`src/lst_defs.vh`:
```
// Purpose: constants for the line scan trigger sequencer
// Assumes: 250 MHz core clock
// Notes: activation codes shared by frame and line trigger settings
`ifndef LST_DEFS_VH
`define LST_DEFS_VH
`define LST_CLK_MHZ 250
`define LST_MIN_PULSE_US 1
`define LST_MIN_PULSE_CYC (`LST_MIN_PULSE_US * `LST_CLK_MHZ)
`define LST_ACT_RISE 3'h0
`define LST_ACT_FALL 3'h1
`define LST_ACT_ANY 3'h2
`define LST_ACT_HIGH 3'h3
`define LST_ACT_LOW 3'h4
`define LST_SEL_FRAME 1'b0
`define LST_SEL_LINE 1'b1
`define LST_HEIGHT_RST 16'h0001
`define LST_PERIOD_RST 32'h000009C4
`define LST_ACT_RST 3'h0
`define LST_GLITCH_W 9
`endif

```
`src/lst_input_filter.v`:
```
// Purpose: synchronise one trigger pin and reject short pulses
// Assumes: pin is asynchronous to core_clk
// Notes: filtered level changes only after a stable run of the minimum width
`timescale 1ns/1ns
`include "lst_defs.vh"
module lst_input_filter (
    input wire core_clk, // clock
    input wire rst_n, // async reset, active low
    input wire pin, // raw trigger pin
    output reg level, // filtered level
    output reg rise, // one-cycle rising pulse
    output reg fall // one-cycle falling pulse
);
    reg sync_a;
    reg sync_b;
    reg [`LST_GLITCH_W-1:0] run;
    always @(posedge core_clk or negedge rst_n) begin
        if (!rst_n) begin
            sync_a <= 1'b0;
            sync_b <= 1'b0;
            run <= {`LST_GLITCH_W{1'b0}};
            level <= 1'b0;
            rise <= 1'b0;
            fall <= 1'b0;
        end else begin
            sync_a <= pin;
            sync_b <= sync_a;
            rise <= 1'b0;
            fall <= 1'b0;
            if (sync_b == level) begin
                run <= {`LST_GLITCH_W{1'b0}};
            end else if (run == `LST_MIN_PULSE_CYC - 1) begin
                run <= {`LST_GLITCH_W{1'b0}};
                level <= sync_b;
                rise <= sync_b;
                fall <= ~sync_b;
            end else begin
                run <= run + 1'b1;
            end
        end
    end
endmodule // lst_input_filter

```
`src/lst_line_timer.v`:
```
// Purpose: internal line trigger generator
// Assumes: periods in core_clk cycles, nonzero
// Notes: slower of configured and minimum period wins
`timescale 1ns/1ns
`include "lst_defs.vh"
module lst_line_timer (
    input wire core_clk, // clock
    input wire rst_n, // async reset, active low
    input wire run, // generate while high
    input wire [31:0] cfg_period, // requested line period
    input wire [31:0] min_period, // period at maximum rate
    output reg tick // one-cycle internal trigger
);
    reg [31:0] cnt;
    wire [31:0] eff_period;
    assign eff_period = (cfg_period > min_period) ? cfg_period : min_period;
    always @(posedge core_clk or negedge rst_n) begin
        if (!rst_n) begin
            cnt <= 32'h00000000;
            tick <= 1'b0;
        end else if (!run) begin
            cnt <= 32'h00000000;
            tick <= 1'b0;
        end else if (cnt == 32'h00000000) begin
            tick <= 1'b1;
            cnt <= (eff_period > 32'h00000001) ? eff_period - 32'h00000001 : 32'h00000000;
        end else begin
            tick <= 1'b0;
            cnt <= cnt - 32'h00000001;
        end
    end
endmodule // lst_line_timer

```
`src/lst_trigger_ctrl.v`:
```
// Purpose: acquisition arm, frame window and line trigger sequencer
// Assumes: settings from logic on core_clk; pins asynchronous
// Notes: settings load through a selector-addressed write strobe
`timescale 1ns/1ns
`include "lst_defs.vh"

// Contract
// no acquisition before a start command
// start arms continuously until stop
// stop disarms until next start
// line triggers outside frame window are dropped
// selector steers mode, source, activation writes
// frame mode off opens window at start
// edge or internal window closes after frame
// frame line count equals height setting
// internal mode reopens window until stop
// frame mode on uses selected input
// edge activation opens on chosen edge
// level high opens rising, closes low
// level low opens falling, closes high
// each accepted trigger starts one line
// internal line triggers from start to stop
// internal rate clamped to maximum rate
// external line edges act as triggers
// source keeps below maximum line rate
// pulses under one microsecond are ignored
// inputs synchronised before edge detection
module lst_trigger_ctrl (
    input wire core_clk, // clock
    input wire rst_n, // async reset, active low
    input wire external_trigger_input_a, // trigger pin a
    input wire external_trigger_input_b, // trigger pin b
    input wire acq_start, // start command pulse
    input wire acq_stop, // stop command pulse
    input wire trig_wr, // write strobe for trigger settings
    input wire trig_selector, // 0 frame, 1 line
    input wire wr_mode, // trigger mode on
    input wire wr_source, // external_trigger_input_select
    input wire [2:0] wr_activation, // activation code
    input wire [15:0] height, // lines per frame
    input wire [31:0] line_period, // requested line period, cycles
    input wire [31:0] min_line_period, // period at max allowed rate
    output reg armed, // acquisition armed
    output reg frame_valid, // frame window open
    output reg line_start, // one-cycle line acquisition pulse
    output reg frame_done, // one-cycle frame complete pulse
    output reg frame_mode, // frame trigger mode readback
    output reg line_mode, // line trigger mode readback
    output reg [15:0] line_count // lines taken in this frame
);
    // ****************************************
    // frame window states, one-hot
    // ****************************************
    localparam ST_IDLE = 3'h1;
    localparam ST_WAIT = 3'h2;
    localparam ST_OPEN = 3'h4;

    reg [2:0] state;
    reg [2:0] next_state;
    reg frame_src;
    reg [2:0] frame_act;
    reg line_src;
    reg [2:0] line_act;
    // filtered pin levels and one-cycle edges
    wire lvl_a;
    wire rise_a;
    wire fall_a;
    wire lvl_b;
    wire rise_b;
    wire fall_b;
    wire int_tick;

    // ****************************************
    // input conditioning
    // ****************************************
    // two flops then a stable run of one microsecond
    lst_input_filter u_filt_a (
        .core_clk(core_clk),
        .rst_n(rst_n),
        .pin(external_trigger_input_a),
        .level(lvl_a),
        .rise(rise_a),
        .fall(fall_a)
    );
    lst_input_filter u_filt_b (
        .core_clk(core_clk),
        .rst_n(rst_n),
        .pin(external_trigger_input_b),
        .level(lvl_b),
        .rise(rise_b),
        .fall(fall_b)
    );

    // edge match against an activation code
    function edge_hit;
        input [2:0] act;
        input r;
        input f;
        begin
            case (act)
                `LST_ACT_RISE: edge_hit = r;
                `LST_ACT_FALL: edge_hit = f;
                `LST_ACT_ANY: edge_hit = r | f;
                `LST_ACT_HIGH: edge_hit = r;
                `LST_ACT_LOW: edge_hit = f;
                default: edge_hit = 1'b0;
            endcase
        end
    endfunction

    // pick the pin chosen by a source setting
    function pick;
        input src;
        input from_a;
        input from_b;
        begin
            if (src) begin
                pick = from_b;
            end else begin
                pick = from_a;
            end
        end
    endfunction

    // level codes hold the window by pin level
    function level_act;
        input [2:0] act;
        begin
            case (act)
                `LST_ACT_HIGH: level_act = 1'b1;
                `LST_ACT_LOW: level_act = 1'b1;
                default: level_act = 1'b0;
            endcase
        end
    endfunction

    // ****************************************
    // trigger settings
    // ****************************************
    // selector steers each write to one set
    always @(posedge core_clk or negedge rst_n) begin
        if (!rst_n) begin
            frame_mode <= 1'b0;
            frame_src <= 1'b0;
            frame_act <= `LST_ACT_RST;
        end else if (trig_wr && (trig_selector == `LST_SEL_FRAME)) begin
            frame_mode <= wr_mode;
            frame_src <= wr_source;
            frame_act <= wr_activation;
        end
    end

    // level codes make no sense for lines: they fall back to rising
    always @(posedge core_clk or negedge rst_n) begin
        if (!rst_n) begin
            line_mode <= 1'b0;
            line_src <= 1'b0;
            line_act <= `LST_ACT_RST;
        end else if (trig_wr && (trig_selector == `LST_SEL_LINE)) begin
            line_mode <= wr_mode;
            line_src <= wr_source;
            line_act <= (wr_activation > `LST_ACT_ANY) ? `LST_ACT_RISE : wr_activation;
        end
    end

    // ****************************************
    // frame trigger sources
    // ****************************************
    wire f_rise = pick(frame_src, rise_a, rise_b);
    wire f_fall = pick(frame_src, fall_a, fall_b);
    wire f_lvl = pick(frame_src, lvl_a, lvl_b);
    wire f_level_mode = level_act(frame_act);
    wire f_open_ev = edge_hit(frame_act, f_rise, f_fall);
    wire f_level_end = (frame_act == `LST_ACT_HIGH) ? ~f_lvl : f_lvl; // see R12

    // ****************************************
    // line trigger path
    // ****************************************
    wire l_rise = pick(line_src, rise_a, rise_b);
    wire l_fall = pick(line_src, fall_a, fall_b);
    wire ext_line = edge_hit(line_act, l_rise, l_fall);
    reg line_trig;
    reg take_line;
    reg last_line;
    // line triggers count only inside an open window
    always @* begin
        line_trig = int_tick;
        if (line_mode) begin
            line_trig = ext_line;
        end
        take_line = 1'b0;
        if ((state == ST_OPEN) && line_trig && !acq_stop) begin
            take_line = 1'b1; // see R4
        end
        last_line = 1'b0;
        if (take_line && !(frame_mode && f_level_mode)) begin
            last_line = (line_count + 16'h0001 >= height); // see R7
        end
    end

    // ****************************************
    // internal line timer
    // ****************************************
    lst_line_timer u_timer (
        .core_clk(core_clk),
        .rst_n(rst_n),
        .run(armed && !line_mode),
        .cfg_period(line_period),
        .min_period(min_line_period),
        .tick(int_tick)
    );

    // ****************************************
    // frame window state machine
    // ****************************************
    always @* begin
        next_state = state;
        case (state)
            // nothing moves until a start
            ST_IDLE: begin
                if (acq_start) begin
                    next_state = ST_WAIT;
                end
            end
            // internal frames reopen after one cycle here
            ST_WAIT: begin
                if (acq_stop) begin
                    next_state = ST_IDLE;
                end else if (!frame_mode) begin
                    next_state = ST_OPEN; // see R6
                end else if (f_open_ev) begin
                    next_state = ST_OPEN;
                end
            end
            // stop closes the window and pulses done
            ST_OPEN: begin
                if (acq_stop) begin
                    next_state = ST_IDLE;
                end else if (frame_mode && f_level_mode && f_level_end) begin
                    next_state = ST_WAIT; // see R12
                end else if (last_line) begin
                    next_state = ST_WAIT;
                end
            end
            default: next_state = ST_IDLE;
        endcase
    end

    // ****************************************
    // window state and arm flag
    // ****************************************
    always @(posedge core_clk or negedge rst_n) begin
        if (!rst_n) begin
            state <= ST_IDLE;
        end else begin
            state <= next_state;
        end
    end

    // stop wins over a start in the same cycle
    always @(posedge core_clk or negedge rst_n) begin
        if (!rst_n) begin
            armed <= 1'b0;
        end else if (acq_stop) begin
            armed <= 1'b0;
        end else if (acq_start) begin
            armed <= 1'b1;
        end
    end

    // ****************************************
    // registered window and line outputs
    // ****************************************
    always @(posedge core_clk or negedge rst_n) begin
        if (!rst_n) begin
            frame_valid <= 1'b0;
            frame_done <= 1'b0;
        end else begin
            frame_valid <= (next_state == ST_OPEN);
            frame_done <= (state == ST_OPEN) && (next_state != ST_OPEN);
        end
    end

    // accepted trigger becomes a one-cycle line pulse
    always @(posedge core_clk or negedge rst_n) begin
        if (!rst_n) begin
            line_start <= 1'b0;
        end else begin
            line_start <= take_line;
        end
    end

    // count restarts whenever the window is not held open
    always @(posedge core_clk or negedge rst_n) begin
        if (!rst_n) begin
            line_count <= 16'h0000;
        end else if (next_state != ST_OPEN) begin
            line_count <= 16'h0000;
        end else if (take_line) begin
            line_count <= line_count + 16'h0001;
        end
    end
endmodule // lst_trigger_ctrl

```
`config.mk`:
```
export PLATFORM = sky130hd
export DESIGN_NAME = lst_trigger_ctrl
export DESIGN_NICKNAME = d
export VERILOG_FILES = /design/src/lst_input_filter.v /design/src/lst_line_timer.v /design/src/lst_trigger_ctrl.v
export VERILOG_INCLUDE_DIRS = /design/src
export SDC_FILE = /design/constraint.sdc
export NUM_CORES = 1
export LEC_CHECK = 0
export BUFFER_PORTS_ARGS = -buffer_cell sky130_fd_sc_hd__buf_2
export CELL_PAD_IN_SITES_DETAIL_PLACEMENT = 1
export CELL_PAD_IN_SITES_GLOBAL_PLACEMENT = 1
export CORE_AREA = 2 2 154 126
export CTS_BUF_LIST = sky130_fd_sc_hd__clkbuf_4
export DETAILED_ROUTE_END_ITERATION = 8
export DIE_AREA = 0 0 156 128
export PLACE_DENSITY = 0.85
export SLEW_MARGIN = 20
export SYNTH_ARGS = -nofsm -noshare
export SYNTH_HDL_FRONTEND = slang
export SYNTH_SLANG_ARGS = --single-unit
```
`constraint.sdc`:
```
create_clock -name core_clk -period 6.73 [get_ports core_clk]
set_clock_uncertainty 0.05 [all_clocks]
set_input_delay 1.0095 -clock core_clk [delete_from_list [all_inputs] [get_ports core_clk]]
set_output_delay 1.0095 -clock core_clk [all_outputs]
set_load 0.01 [all_outputs]
```
# Word-level counts from Yosys, hierarchy flattened
# Cells that the tools add are included.
[totals]
rom_bits = 0
out_inout_bits = 22
regBits = 94
elab_cells = 127
inputBits = 93
mem_count = 0
ram_bits = 0
latchBits = 0
[classes]
n_mux = 43
div = 0
multipliers = 0
addsub = 5
bitwise = 8
n_shift = 0
reduce_logical = 24
order_cmp = 4
n_eq_ne = 17
[op_table]
columns = ["op", "count"]
rows = [
  ["$mux W32", 4],
  ["$sub A32 B1 Y32 const B", 2],
  ["$mux W9", 4],
  ["$gt A32 B1 Y1 const B", 1],
  ["$gt A32 B32 Y1", 1],
  ["$logic_not A32 Y1", 1],
  ["$mux W16", 2],
  ["$mux W3", 8],
  ["$mux W1", 22],
  ["$add A9 B1 Y9 const B", 2],
  ["$eq A9 B8 Y1 const B", 2],
  ["$add A16 B1 Y16 const B", 1],
  ["$ge A16 B16 Y1", 1],
  ["$eq A3 B2 Y1 const B", 5],
  ["$eq A3 B3 Y1 const B", 4],
  ["$reduce_or A2 Y1", 5],
  ["$eq A3 B1 Y1 const B", 3],
  ["$logic_and A1 B1 Y1", 9],
  ["$pmux W3 S3", 1],
  ["$logic_not A3 Y1", 2],
  ["$not A1 Y1", 6],
  ["$pmux W1 S3", 2],
  ["$reduce_and A2 Y1", 2],
  ["$reduce_bool A2 Y1", 2],
  ["5 further kinds", 9],
]

# Longest topological paths before layout
# Gate-level depths: netlist (run 1).
[depth]
word_depth = 15
mapped_depth = 21
ltp_nobuf = 17

# Cells and area by module
# A second synthesis (run 1) with hierarchy kept.
[hier_totals]
cells_unflattened = 880
area_unflattened_um2 = 7701.1
[modules_own_cells]
columns = ["module", "instances", "area_per_inst_um2", "seq_area_each_um2", "cells_per_inst"]
rows = [
  ["lst_line_timer", 1, 4026.4, 825.8, 516],
  ["lst_trigger_ctrl", 1, 2278.4, 827.0, 234],
  ["lst_input_filter", 2, 698.2, 350.3, 65],
]

# Worst setup path before layout (run 1)
# OpenSTA, ideal clock, no wires.
[synth_path]
kind = "input -> register"
startpoint = "input min_line_period[31]"
endpoint = "register u_timer.cnt[18]"
path_buffers = 3
slack_ns = 2.044
setup_ns = 0.135
t_required_ns = 6.545
stages = 19
arrival_time_ns = 4.501
path_cell_list = "inv_1 ha_1 nand4_1 nor4_1 o31ai_1 o22ai_2 buf_4 buf_2 nor2_1 a21oi_1 ha_1 clkbuf_1 nand4_1 or2_2 nor3_1 xnor2_1 nand2_1 o21ai_0 o22ai_1"
[synth_between]
elab_chain_cells = 6
elab_cells_between_ends = 7
cone_classes = "add/sub (1); order compare (2); mux (4)"
[synth_lines]
columns = ["element", "line_no", "text"]
rows = [
  ["from (decl)", "lst_trigger_ctrl.v:42", "input wire [31:0] min_line_period,"],
  ["$gt A32 B32 Y1", "lst_line_timer.v:16", "assign eff_period = (cfg_period > min_period) ? cfg_period : min_period;"],
  ["$mux W32 *", "lst_line_timer.v:16", ""],
  ["$sub A32 B1 Y32 or $gt A32 B1 Y1 (tied branches)", "lst_line_timer.v:26", "cnt <= (eff_period > 32'h00000001) ? eff_period - 32'h00000001 : 32'h00000000;"],
  ["$mux W32 *", "lst_line_timer.v:26", ""],
  ["$mux W32 *", "lst_line_timer.v:24", "end else if (cnt == 32'h00000000) begin"],
  ["$mux W32 *", "lst_line_timer.v:21", "end else if (!run) begin"],
  ["to (signal assigned)", "lst_line_timer.v:26", ""],
  ["to (signal assigned)", "lst_line_timer.v:29", "cnt <= cnt - 32'h00000001;"],
  ["to (decl)", "lst_line_timer.v:14", "reg [31:0] cnt;"],
]
# Mark *: on every way between the ends. The rest lies on a longest branch, timed or not.
# A chain may end at the register's enable or synchronous reset.

# Final worst setup path (run 1)
[layout_path]
startpoint = "input min_line_period[7]"
endpoint = "register u_timer.cnt[18]"
# Same word-level chain as after synthesis.

==> impl_metrics.json, run 1 <==
{
  "io_pins": 115,
  "clkLatencyLatePin_ns": 0.45,
  "ys_ff_latch": 94,
  "start_util_pct": 40.9,
  "worstSetupStartpointType": "input port",
  "syn_area_um2": 7580,
  "track_usage_pct": 21.3,
  "ys_warn_count": 0,
  "path_max_fanout": 29,
  "yosysUniqueCellTypes": 71,
  "ys.flop_type": "dfrtp_1",
  "finalNetCount": 1108,
  "crit_path_end_kind": "flip-flop",
  "row_count": 45,
  "holdWs_ns": 0.318,
  "min_period_ns": 5.02,
  "numCtsBuffers": 9,
  "clock-root-buffer": "clkbuf_4",
  "synth_common_cells": "93 x dfrtp_1, 87 x nor2_1, 76 x xnor2_1",
  "wl_met3_um": 945,
  "startpoint": "min_line_period[7]",
  "cts_hold_buf": 0,
  "dr_total_vias": 6674,
  "port_buffers": 114,
  "crit_path_end": "u_timer.cnt[18]",
  "nFillCells": 2255,
  "die_h_um": 128,
  "required_ns": 6.98,
  "antenna_left": 0,
  "setup_viol": 0,
  "wl_per_cell_um": 17.3,
  "crit_type": "in -> reg",
  "cts_resized": 0,
  "p_leak_nw": 3.92,
  "hp-class": "reg -> reg",
  "clk_path_buf_depth": 2,
  "cp.arrival_ns": 5.27,
  "synth-edff-count": 0,
  "synth_top_cell_by_area": "dfrtp_1",
  "grt_pass1_vias": 6795,
  "netlist.area_leader.share_pct": 30.7,
  "r2r_slack_ns": 2.49,
  "antenna_found_initial": 1,
  "cts_tree": "built",
  "setup_tns_ns": 0,
  "worstMarginPinSlew_ns": 0.928,
  "drcViolationCount": 0,
  "wl_met2_mm": 9.37,
  "finalMaxSlewViolations": 0,
  "design_area_um2": 8530,
  "grt_remaining_overflow": 0,
  "power_density_nw_per_um2": 294,
  "synth-seq-area-share_pct": 31.0,
  "cts-htree-levels": 3,
  "wl_met1_mm": 10.2,
  "cts.sinks": 94,
  "drive_above_1_share_pct": 19.0,
  "syn_to_final_growth_pct": 12.4,
  "drtIter0Drc": 217,
  "via_per_inst": 5.57,
  "cts_setup_buffers": 0,
  "synth.most_common_cell": "dfrtp_1",
  "finalCritPeriodShare_pct": 74.6,
  "hold_violations": 0,
  "grt_pass1_wl_mm": 34.4,
  "dieArea_um2": 20000,
  "dr.pass1.iters": 4,
  "post-dp-hpwl_mm": 16.6,
  "worstRegToRegCells": 14,
  "rsz0062_at_grt": "no",
  "r2r-start": "line_count[0]",
  "core_area_um2": 18500,
  "multiInputGateArea_um2": 4920,
  "placed_area_um2": 8370,
  "peakVddDrop_uv": 155,
  "top_layer_used": "met4",
  "r2r_end": "line_count[4]",
  "maxCapViolCount": 0,
  "slew_headroom_pct": 38.1,
  "synthCells": 850,
  "wirelength_mm": 20.8,
  "yosys-top-cells-area": "dfrtp_1 31%, ha_1 9.4%, xnor2_1 8.8%",
  "finish.utilization_pct": 46.0,
  "fmax_mhz": 199,
  "async_reset_ff_share_pct": 100,
  "total_power_w": 0.00251,
  "avgSynthCellArea_um2": 8.92,
  "clk_pin_slew_ns": 0.15,
  "final-seq-area_um2": 2350,
  "syn_nets": 1000,
  "status": "completed",
  "place_congestion": 0.911,
  "die_width_um": 156,
  "grt_max_degree": 70
}
-- power by group --
group          switching (W)  internal [W]  leakage (nW)  total, W
Combinational       0.000824      0.000548          2.57   0.00137
Sequential          0.000141      0.000671          1.27  0.000812
Clock               0.000208      0.000119        0.0775  0.000326
Total                0.00117       0.00134          3.92   0.00251
-- cells in the final DEF, fill, tap and decap left out, types with 10 or more instances in the layout --
cell      instances
a21o_1           11
mux2i_1          20
nor4_1           20
o22ai_1          22
a21oi_1          27
buf_2           113
ha_1             57
mux2_2           11
xnor2_1          76
xor2_1           47
nand2b_1         10
nand2_1          65
inv_1            56
nor3_1           26
dfrtp_1          93
nor2_1           87
o21ai_0          23
nand4_1          16
nand3_1          33
-- state kept, by name (all words and copies together) (netlist names), 3 cells and up --
name / cells
u_filt_a.run: 9
state: 3
line_act: 3
line_count: 16
u_filt_b.run: 9
u_timer.cnt: 32
frame_act: 3
-- worst max-delay path, stage by stage --
cell and delay, ns:
buf_2 0.11, inv_1 0.13, ha_1 0.27, a21o_1 0.18, a221oi_1 0.33, o22ai_1 0.12
nor4_1 0.46, o22ai_4 0.39, mux2i_1 0.38, ha_1 0.41, nand4_1 0.37, or2_2 0.44
nor3_1 0.19, xnor2_1 0.14, nand2_1 0.07, o21ai_0 0.14, o22ai_1 0.12
-- worst min-delay path by stage --
stage	start	to	cells past startpoint
after floorplan	u_filt_a.sync_a	u_filt_a.sync_b	0
after global placement	u_filt_b.sync_a	u_filt_b.sync_b	0
after detailed placement	u_filt_a.sync_a	u_filt_a.sync_b	0
after CTS	u_filt_b.sync_a	u_filt_b.sync_b	0
after global routing	u_filt_b.sync_a	u_filt_b.sync_b	0
final	u_filt_a.sync_a	u_filt_a.sync_b	0
-- logic make-up after synthesis --
kind of cell	synth area share (%)
multiplexers	4.77
AO/OA/AOI/OAI	13.1
flip-flops	31.0
buffers and inverters	4.16
AND/OR/NAND/NOR	23.3
XOR/XNOR	14.2
adder cells (fa/ha/maj)	9.41
-- per-stage QoR --
step / setup WS [ns] / instances
5_1_grt: 1.35 / 1199
4_1_cts: 1.78 / 1198
3_5_place_dp: 1.29 / 1182
3_3_place_gp: 1.48 / 1182
2_1_floorplan: 2.04 / 850
6_report: 1.71 / 1199
-- layer usage --
layer | track usage [%] | up-vias
li1 | - | 3251
met1 | 30.2 | 3226
met2 | 35.3 | 174
met3 | 2.23 | 23
met4 | 4.80 | 0
met5 | 0 | -
-- cell type report --
| class | count | share of cell area, % |
|---|---|---|
| Antenna cell | 1 | 0.0294 |
| Timing Repair Buffer | 117 | 6.99 |
| Sequential cell | 94 | 27.6 |
| Clock buffer | 9 | 0.792 |
| Multi-Input combinational cell | 680 | 57.7 |
| Clock inverter | 7 | 0.954 |
| Tap cell | 235 | 3.45 |
| Inverter | 56 | 2.47 |
No activity file was read; power rests on OpenSTA's default activity.
==> run 2, diff against run 1 <==
CORE_AREA = 2 2 156 127   (was 2 2 154 126)
DIE_AREA = 0 0 158 129   (was 0 0 156 128)
PLACE_DENSITY = 0.86   (was 0.85)
clock period = 4.6 ns   (was 6.73 ns; I/O delays follow)
==> run 2 against run 1 <==
Compared with the run above:
- global-route usage is essentially flat
- non-clock buffer count rose by 7
- worst setup slack worse by 1.3 ns
- clock power grew 33%
- largest cell class unchanged
- highest routed layer unchanged
==> impl_metrics.json, run 2 (same netlist as run 1, synthesis figures left out) <==
{
  "wl_per_cell_um": 17.3,
  "final_cell_mix": "113 x buf_2, 93 x dfrtp_1, 87 x nor2_1",
  "antenna_found_initial": 1,
  "p_leak_nw": 3.94,
  "antenna_left": 0,
  "cts_setup_buffers": 0,
  "crit_chain": "nand3_1 -> nor3_2 -> and3_1 -> nand3_1 -> nor2_2 -> xor2_1 -> ha_1 -> a21o_1 -> a21o_1 -> a21oi_1 -> o21ai_0 -> a21oi_1 -> o211ai_2 -> a2111oi_1",
  "setup_viol": 0,
  "cp.arrival_ns": 4.50,
  "total_power_w": 0.00363,
  "track_usage_pct": 21.3,
  "via_per_inst": 5.48,
  "min_period_ns": 4.22,
  "die_h_um": 129,
  "place_congestion": 0.860,
  "cp_num_cells": 14,
  "cts-htree-levels": 3,
  "top_register": "u_timer.cnt",
  "fmax_mhz": 237,
  "io_pins": 115,
  "slowest_stage": "a2111oi_1",
  "row_count": 45,
  "worstSetupStartpointType": "flip-flop",
  "placed_area_um2": 8460,
  "status": "completed",
  "clk_pin_slew_ns": 0.17,
  "critPathBufInv": 0,
  "post-dp-hpwl_mm": 17.3,
  "cts_tree": "built",
  "worstRegToRegCells": 14,
  "power_density_nw_per_um2": 422,
  "crit_type": "reg -> reg",
  "clock-root-buffer": "clkbuf_4",
  "drtIter0Drc": 221,
  "dr.pass1.iters": 4,
  "top_regs": "u_timer.cnt x32, line_count x16",
  "grt_max_degree": 59,
  "finalCritPeriodShare_pct": 91.8,
  "die_width_um": 158,
  "design_area_um2": 8590,
  "start_util_pct": 40.3,
  "cts.sinks": 94,
  "drive_above_1_share_pct": 19.6,
  "grt_remaining_overflow": 0,
  "hp-class": "in -> async",
  "syn_to_final_growth_pct": 13.3,
  "cpPeakStageDelay_ns": 0.61,
  "crit_path_end_kind": "flip-flop",
  "numCtsBuffers": 9,
  "maxCapViolCount": 0,
  "core_area_um2": 18800,
  "grt_pass1_vias": 6991,
  "path_max_fanout": 18,
  "drcViolationCount": 0,
  "finalNetCount": 1115,
  "wirelength_mm": 21.3,
  "clk_path_buf_depth": 2,
  "finalMaxSlewViolations": 0,
  "crit_family": "compound AO/OA/AOI/OAI gates",
  "layout_commonest_cell": "buf_2",
  "dr_total_vias": 6736,
  "largest_reg_flops": 32,
  "port_buffers": 114,
  "required_ns": 4.87,
  "slew_headroom_pct": 35.9,
  "clkLatencyLatePin_ns": 0.46,
  "grt_pass1_wl_mm": 34.6,
  "peakVddDrop_uv": 211,
  "worstMarginPinSlew_ns": 0.961,
  "hold_violations": 0,
  "dieArea_um2": 20400
}
-- run 2: stage by stage --
stage / setup slack (ns) / hold WS [ns] / util [%] / cells / setup TNS [ns]
after CTS: 0.357 / 0.221 / 45.6 / 1228 / 0
final: 0.377 / 0.210 / 45.7 / 1229 / 0
after detailed placement: 0.106 / 0.286 / 45.0 / 1212 / 0
after global placement: 0.243 / 0.285 / 45.0 / 1212 / 0
after floorplan: 0.234 / 0.281 / - / 850 / 0
after global routing: -0.0479 / 0.210 / 45.7 / 1229 / -0.0479
-- run 2: worst reg2reg max path, cell delays in order, from the launching register on --
cell,delay (ns)
dfrtp_1,0.47
nand3_1,0.23
nor3_2,0.35
and3_1,0.27
nand3_1,0.16
nor2_2,0.23
xor2_1,0.18
ha_1,0.27
a21o_1,0.19
a21o_1,0.17
a21oi_1,0.14
o21ai_0,0.12
a21oi_1,0.24
o211ai_2,0.41
a2111oi_1,0.61
-- run 2: report_power, final --
group | total, W | internal, W | leakage [nW] | switching [W]
Clock | 0.000433 | 0.000126 | 0.0655 | 0.000307
Combinational | 0.00201 | 0.000804 | 2.61 | 0.00120
Sequential | 0.00119 | 0.000983 | 1.27 | 0.000207
-- run 2: worst paths after layout --
kind                       slack (ns)                startpoint         endpoint
min in group core_clk            0.27  external_trigger_input_a  u_filt_a.sync_a
max in group asynchronous        3.28                     rst_n  u_timer.cnt[20]
min                              0.21                     rst_n     frame_act[2]
max                              0.38             line_count[2]    line_count[2]
min reg2reg                      0.32           u_filt_a.sync_a  u_filt_a.sync_b
max reg2reg                      0.38             line_count[2]    line_count[2]
-- run 2: per-layer routing --
metal / vias up / track usage, % / routed length, µm
li1: 3263 / - / -
met1: 3257 / 28.9 / 10200
met2: 183 / 35.9 / 9700
met3: 33 / 2.76 / 950
met4: 0 / 6.15 / 401
met5: - / 0 / 0
-- run 2: final cells by class --
class | instances | area [µm²]
fill | 2303 | 10200
multi-input combinational | 680 | 4920
sequential | 94 | 2350
timing repair buffer | 124 | 648
tap | 258 | 323
inverter | 56 | 210
clock buffer | 10 | 75.1
clock inverter | 6 | 52.6
antenna | 1 | 2.50
-- run 2: repair_timing --
| action | 4_1_cts | 5_1_grt |
|---|---|---|
| setup endpoints to repair | 0 | 1 |
| endpoints found under the hold margin | 0 | 0 |
| resized for setup | 0 | 1 |
| hold buffers | 0 | 0 |
==> run 3, diff against run 2 <==
GPL_TIMING_DRIVEN = 0   (was unset)
==> run 3 against run 2 <==
Compared with the run above:
- routed wire length increased by 0.54%
- worst setup slack got worse by 0.24 ns
- clock power decreased by 3%
- first-iteration DRC count increased by 25%
- combinational power increased by 3%
- total power increased by 1.1%
- die area unchanged
- critical path depth increased by 6
- clock-buffer cell count decreased by 1
- fmax decreased by 5.4%
- sequential share of layout area decreased by 0.41 points
- design area increased by 1.6%
==> impl_metrics.json, run 3 (same netlist as run 1, synthesis figures left out) <==
{
  "design_area_um2": 8720,
  "crit_path_end_kind": "flip-flop",
  "worstHoldEndpoint": "u_filt_b.sync_a",
  "p_comb_share_pct": 56.7,
  "dr_total_vias": 6805,
  "cts.sinks": 94,
  "finalCritPeriodShare_pct": 97.1,
  "port_buffers": 114,
  "place_congestion": 0.898,
  "nFillCells": 2290,
  "antenna_found_initial": 2,
  "p_leak_nw": 4.00,
  "fmax_mhz": 224,
  "finish.utilization_pct": 46.4,
  "clk_pin_slew_ns": 0.15,
  "dieArea_um2": 20400,
  "row_count": 45,
  "antenna_left": 0,
  "r2r-start": "line_count[0]",
  "cp.arrival_ns": 4.75,
  "p_int_w": 0.00193,
  "min_period_ns": 4.47,
  "drtIter0Drc": 276,
  "hold_path.startpoint": "external_trigger_input_b",
  "instances_no_fill": 1247,
  "start_util_pct": 40.3,
  "hp-class": "in -> reg",
  "setup_viol": 0,
  "dp.cells": 1223,
  "pwr-share-seq_pct": 31.7,
  "rsz0062_at_grt": "no",
  "whs_path_depth": 1,
  "grt_max_degree": 69,
  "die_width_um": 158,
  "setup_tns_ns": 0,
  "grt_pass1_wl_mm": 35.3,
  "path_max_fanout": 10,
  "peakVddDrop_uv": 253,
  "cts-htree-levels": 3,
  "worstMarginPinSlew_ns": 0.823,
  "grt_remaining_overflow": 0,
  "top_register": "u_timer.cnt",
  "core_area_um2": 18800,
  "finalMaxSlewViolations": 0,
  "hold_violations": 0,
  "top_regs": "u_timer.cnt x32, line_count x16",
  "post-dp-hpwl_mm": 17.2,
  "grt_pass1_vias": 7100,
  "clk_path_buf_depth": 2,
  "largest_reg_flops": 32,
  "crit_type": "in -> reg",
  "worstRegToRegCells": 16,
  "die_h_um": 129,
  "power.share.clock_pct": 11.5,
  "finalNetCount": 1132,
  "wirelength_mm": 21.4,
  "clock-root-buffer": "clkbuf_4",
  "drive_above_1_share_pct": 20.3,
  "status": "completed",
  "final_cell_mix": "116 x buf_2, 92 x dfrtp_1, 87 x nor2_1",
  "r2r_slack_ns": 0.38,
  "numCtsBuffers": 9,
  "via_per_inst": 5.46,
  "r2r_end": "line_count[11]",
  "clkLatencyLatePin_ns": 0.46,
  "syn_to_final_growth_pct": 15.0,
  "p_switching_w": 0.00173,
  "total_power_w": 0.00367,
  "wl_per_cell_um": 17.2,
  "worstSetupStartpointType": "input port",
  "layout_commonest_cell": "buf_2",
  "power_density_nw_per_um2": 420,
  "placed_area_um2": 8510,
  "track_usage_pct": 21.4,
  "cts_tree": "built",
  "drcViolationCount": 0,
  "io_pins": 115,
  "dr.pass1.iters": 4,
  "required_ns": 4.88,
  "slew_headroom_pct": 44.9,
  "maxCapViolCount": 0,
  "switching_share_pct": 47.3
}
run 3: cell count changes in the layout (fill, tap and decap cells not counted), sizes merged:
| cell | change |
|---|---|
| clkbuf | +10 |
| clkinvlp | +1 |
| diode | +1 |
| dlygate4sd3 | +1 |
| buf | +5 |
run 3: area by class of cell:
class | count | area, µm² | area share, %
multi-input cells | 680 | 4950 | 56.7
flip-flops and latches | 94 | 2350 | 27.0
repair buffers | 121 | 652 | 7.47
well taps | 258 | 323 | 3.70
inverters | 56 | 210 | 2.41
plain buffers | 20 | 106 | 1.22
clock buffers | 9 | 67.6 | 0.775
clock inverters | 7 | 56.3 | 0.646
diodes | 2 | 5.00 | 0.0574
run 3: power by group through the flow:
stage | Clock [W] | Sequential, W | Combinational [W]
floorplan | 0 | 0.00113 | 0.00155
global placement | 0 | 0.00116 | 0.00196
detailed placement | 0 | 0.00118 | 0.00205
CTS | 0.000432 | 0.00116 | 0.00207
global route | 0.000473 | 0.00119 | 0.00234
finish | 0.000422 | 0.00116 | 0.00208
run 3: worst max-delay path: stages:
cell,delay (ns)
buf_2,0.15
inv_1,0.13
ha_1,0.33
nand4_1,0.18
nor4b_2,0.30
nor4_2,0.12
o22ai_2,0.27
buf_4,0.28
buf_2,0.25
nor2_1,0.06
a21oi_1,0.22
ha_1,0.20
clkbuf_2,0.24
nand4_1,0.25
or2_2,0.41
nor3_1,0.22
xnor2_1,0.16
nand2_1,0.07
o21ai_0,0.10
o22ai_1,0.11
run 3: routing by layer:
metal  wire [µm]  GRT usage, %  up-vias
met2        9970          36.3      183
met3        1020          2.96       19
met1       10100          29.4     3295
met4         258          4.50        2
met5          13             0        -
li1            -             -     3306
run 3: worst max path at each step:
stage	slack, ns	to	startpoint
global placement	-0.90	u_timer.cnt[18]	min_line_period[31]
CTS	0.12	u_timer.cnt[18]	min_line_period[30]
global route	0.005	u_timer.cnt[18]	min_line_period[22]
finish	0.13	u_timer.cnt[18]	min_line_period[22]
floorplan	0.23	u_timer.cnt[18]	min_line_period[31]
detailed placement	-0.98	u_timer.cnt[18]	min_line_period[30]
run 3: timing repair:
item,in CTS,in global routing
resized for setup,3,4
pin swaps,1,3
buffers inserted,1,4
hold endpoints to repair,8,0
gates cloned,0,0
hold buffers,1,0
endpoints found under the setup margin,32,32
run 3: metrics by stage:
step                hold WS (ns)  setup slack (ns)
global placement           0.287            -0.905
CTS                        0.260             0.117
floorplan                  0.281             0.234
global route               0.235           0.00473
finish                     0.283             0.135
detailed placement         0.288            -0.976
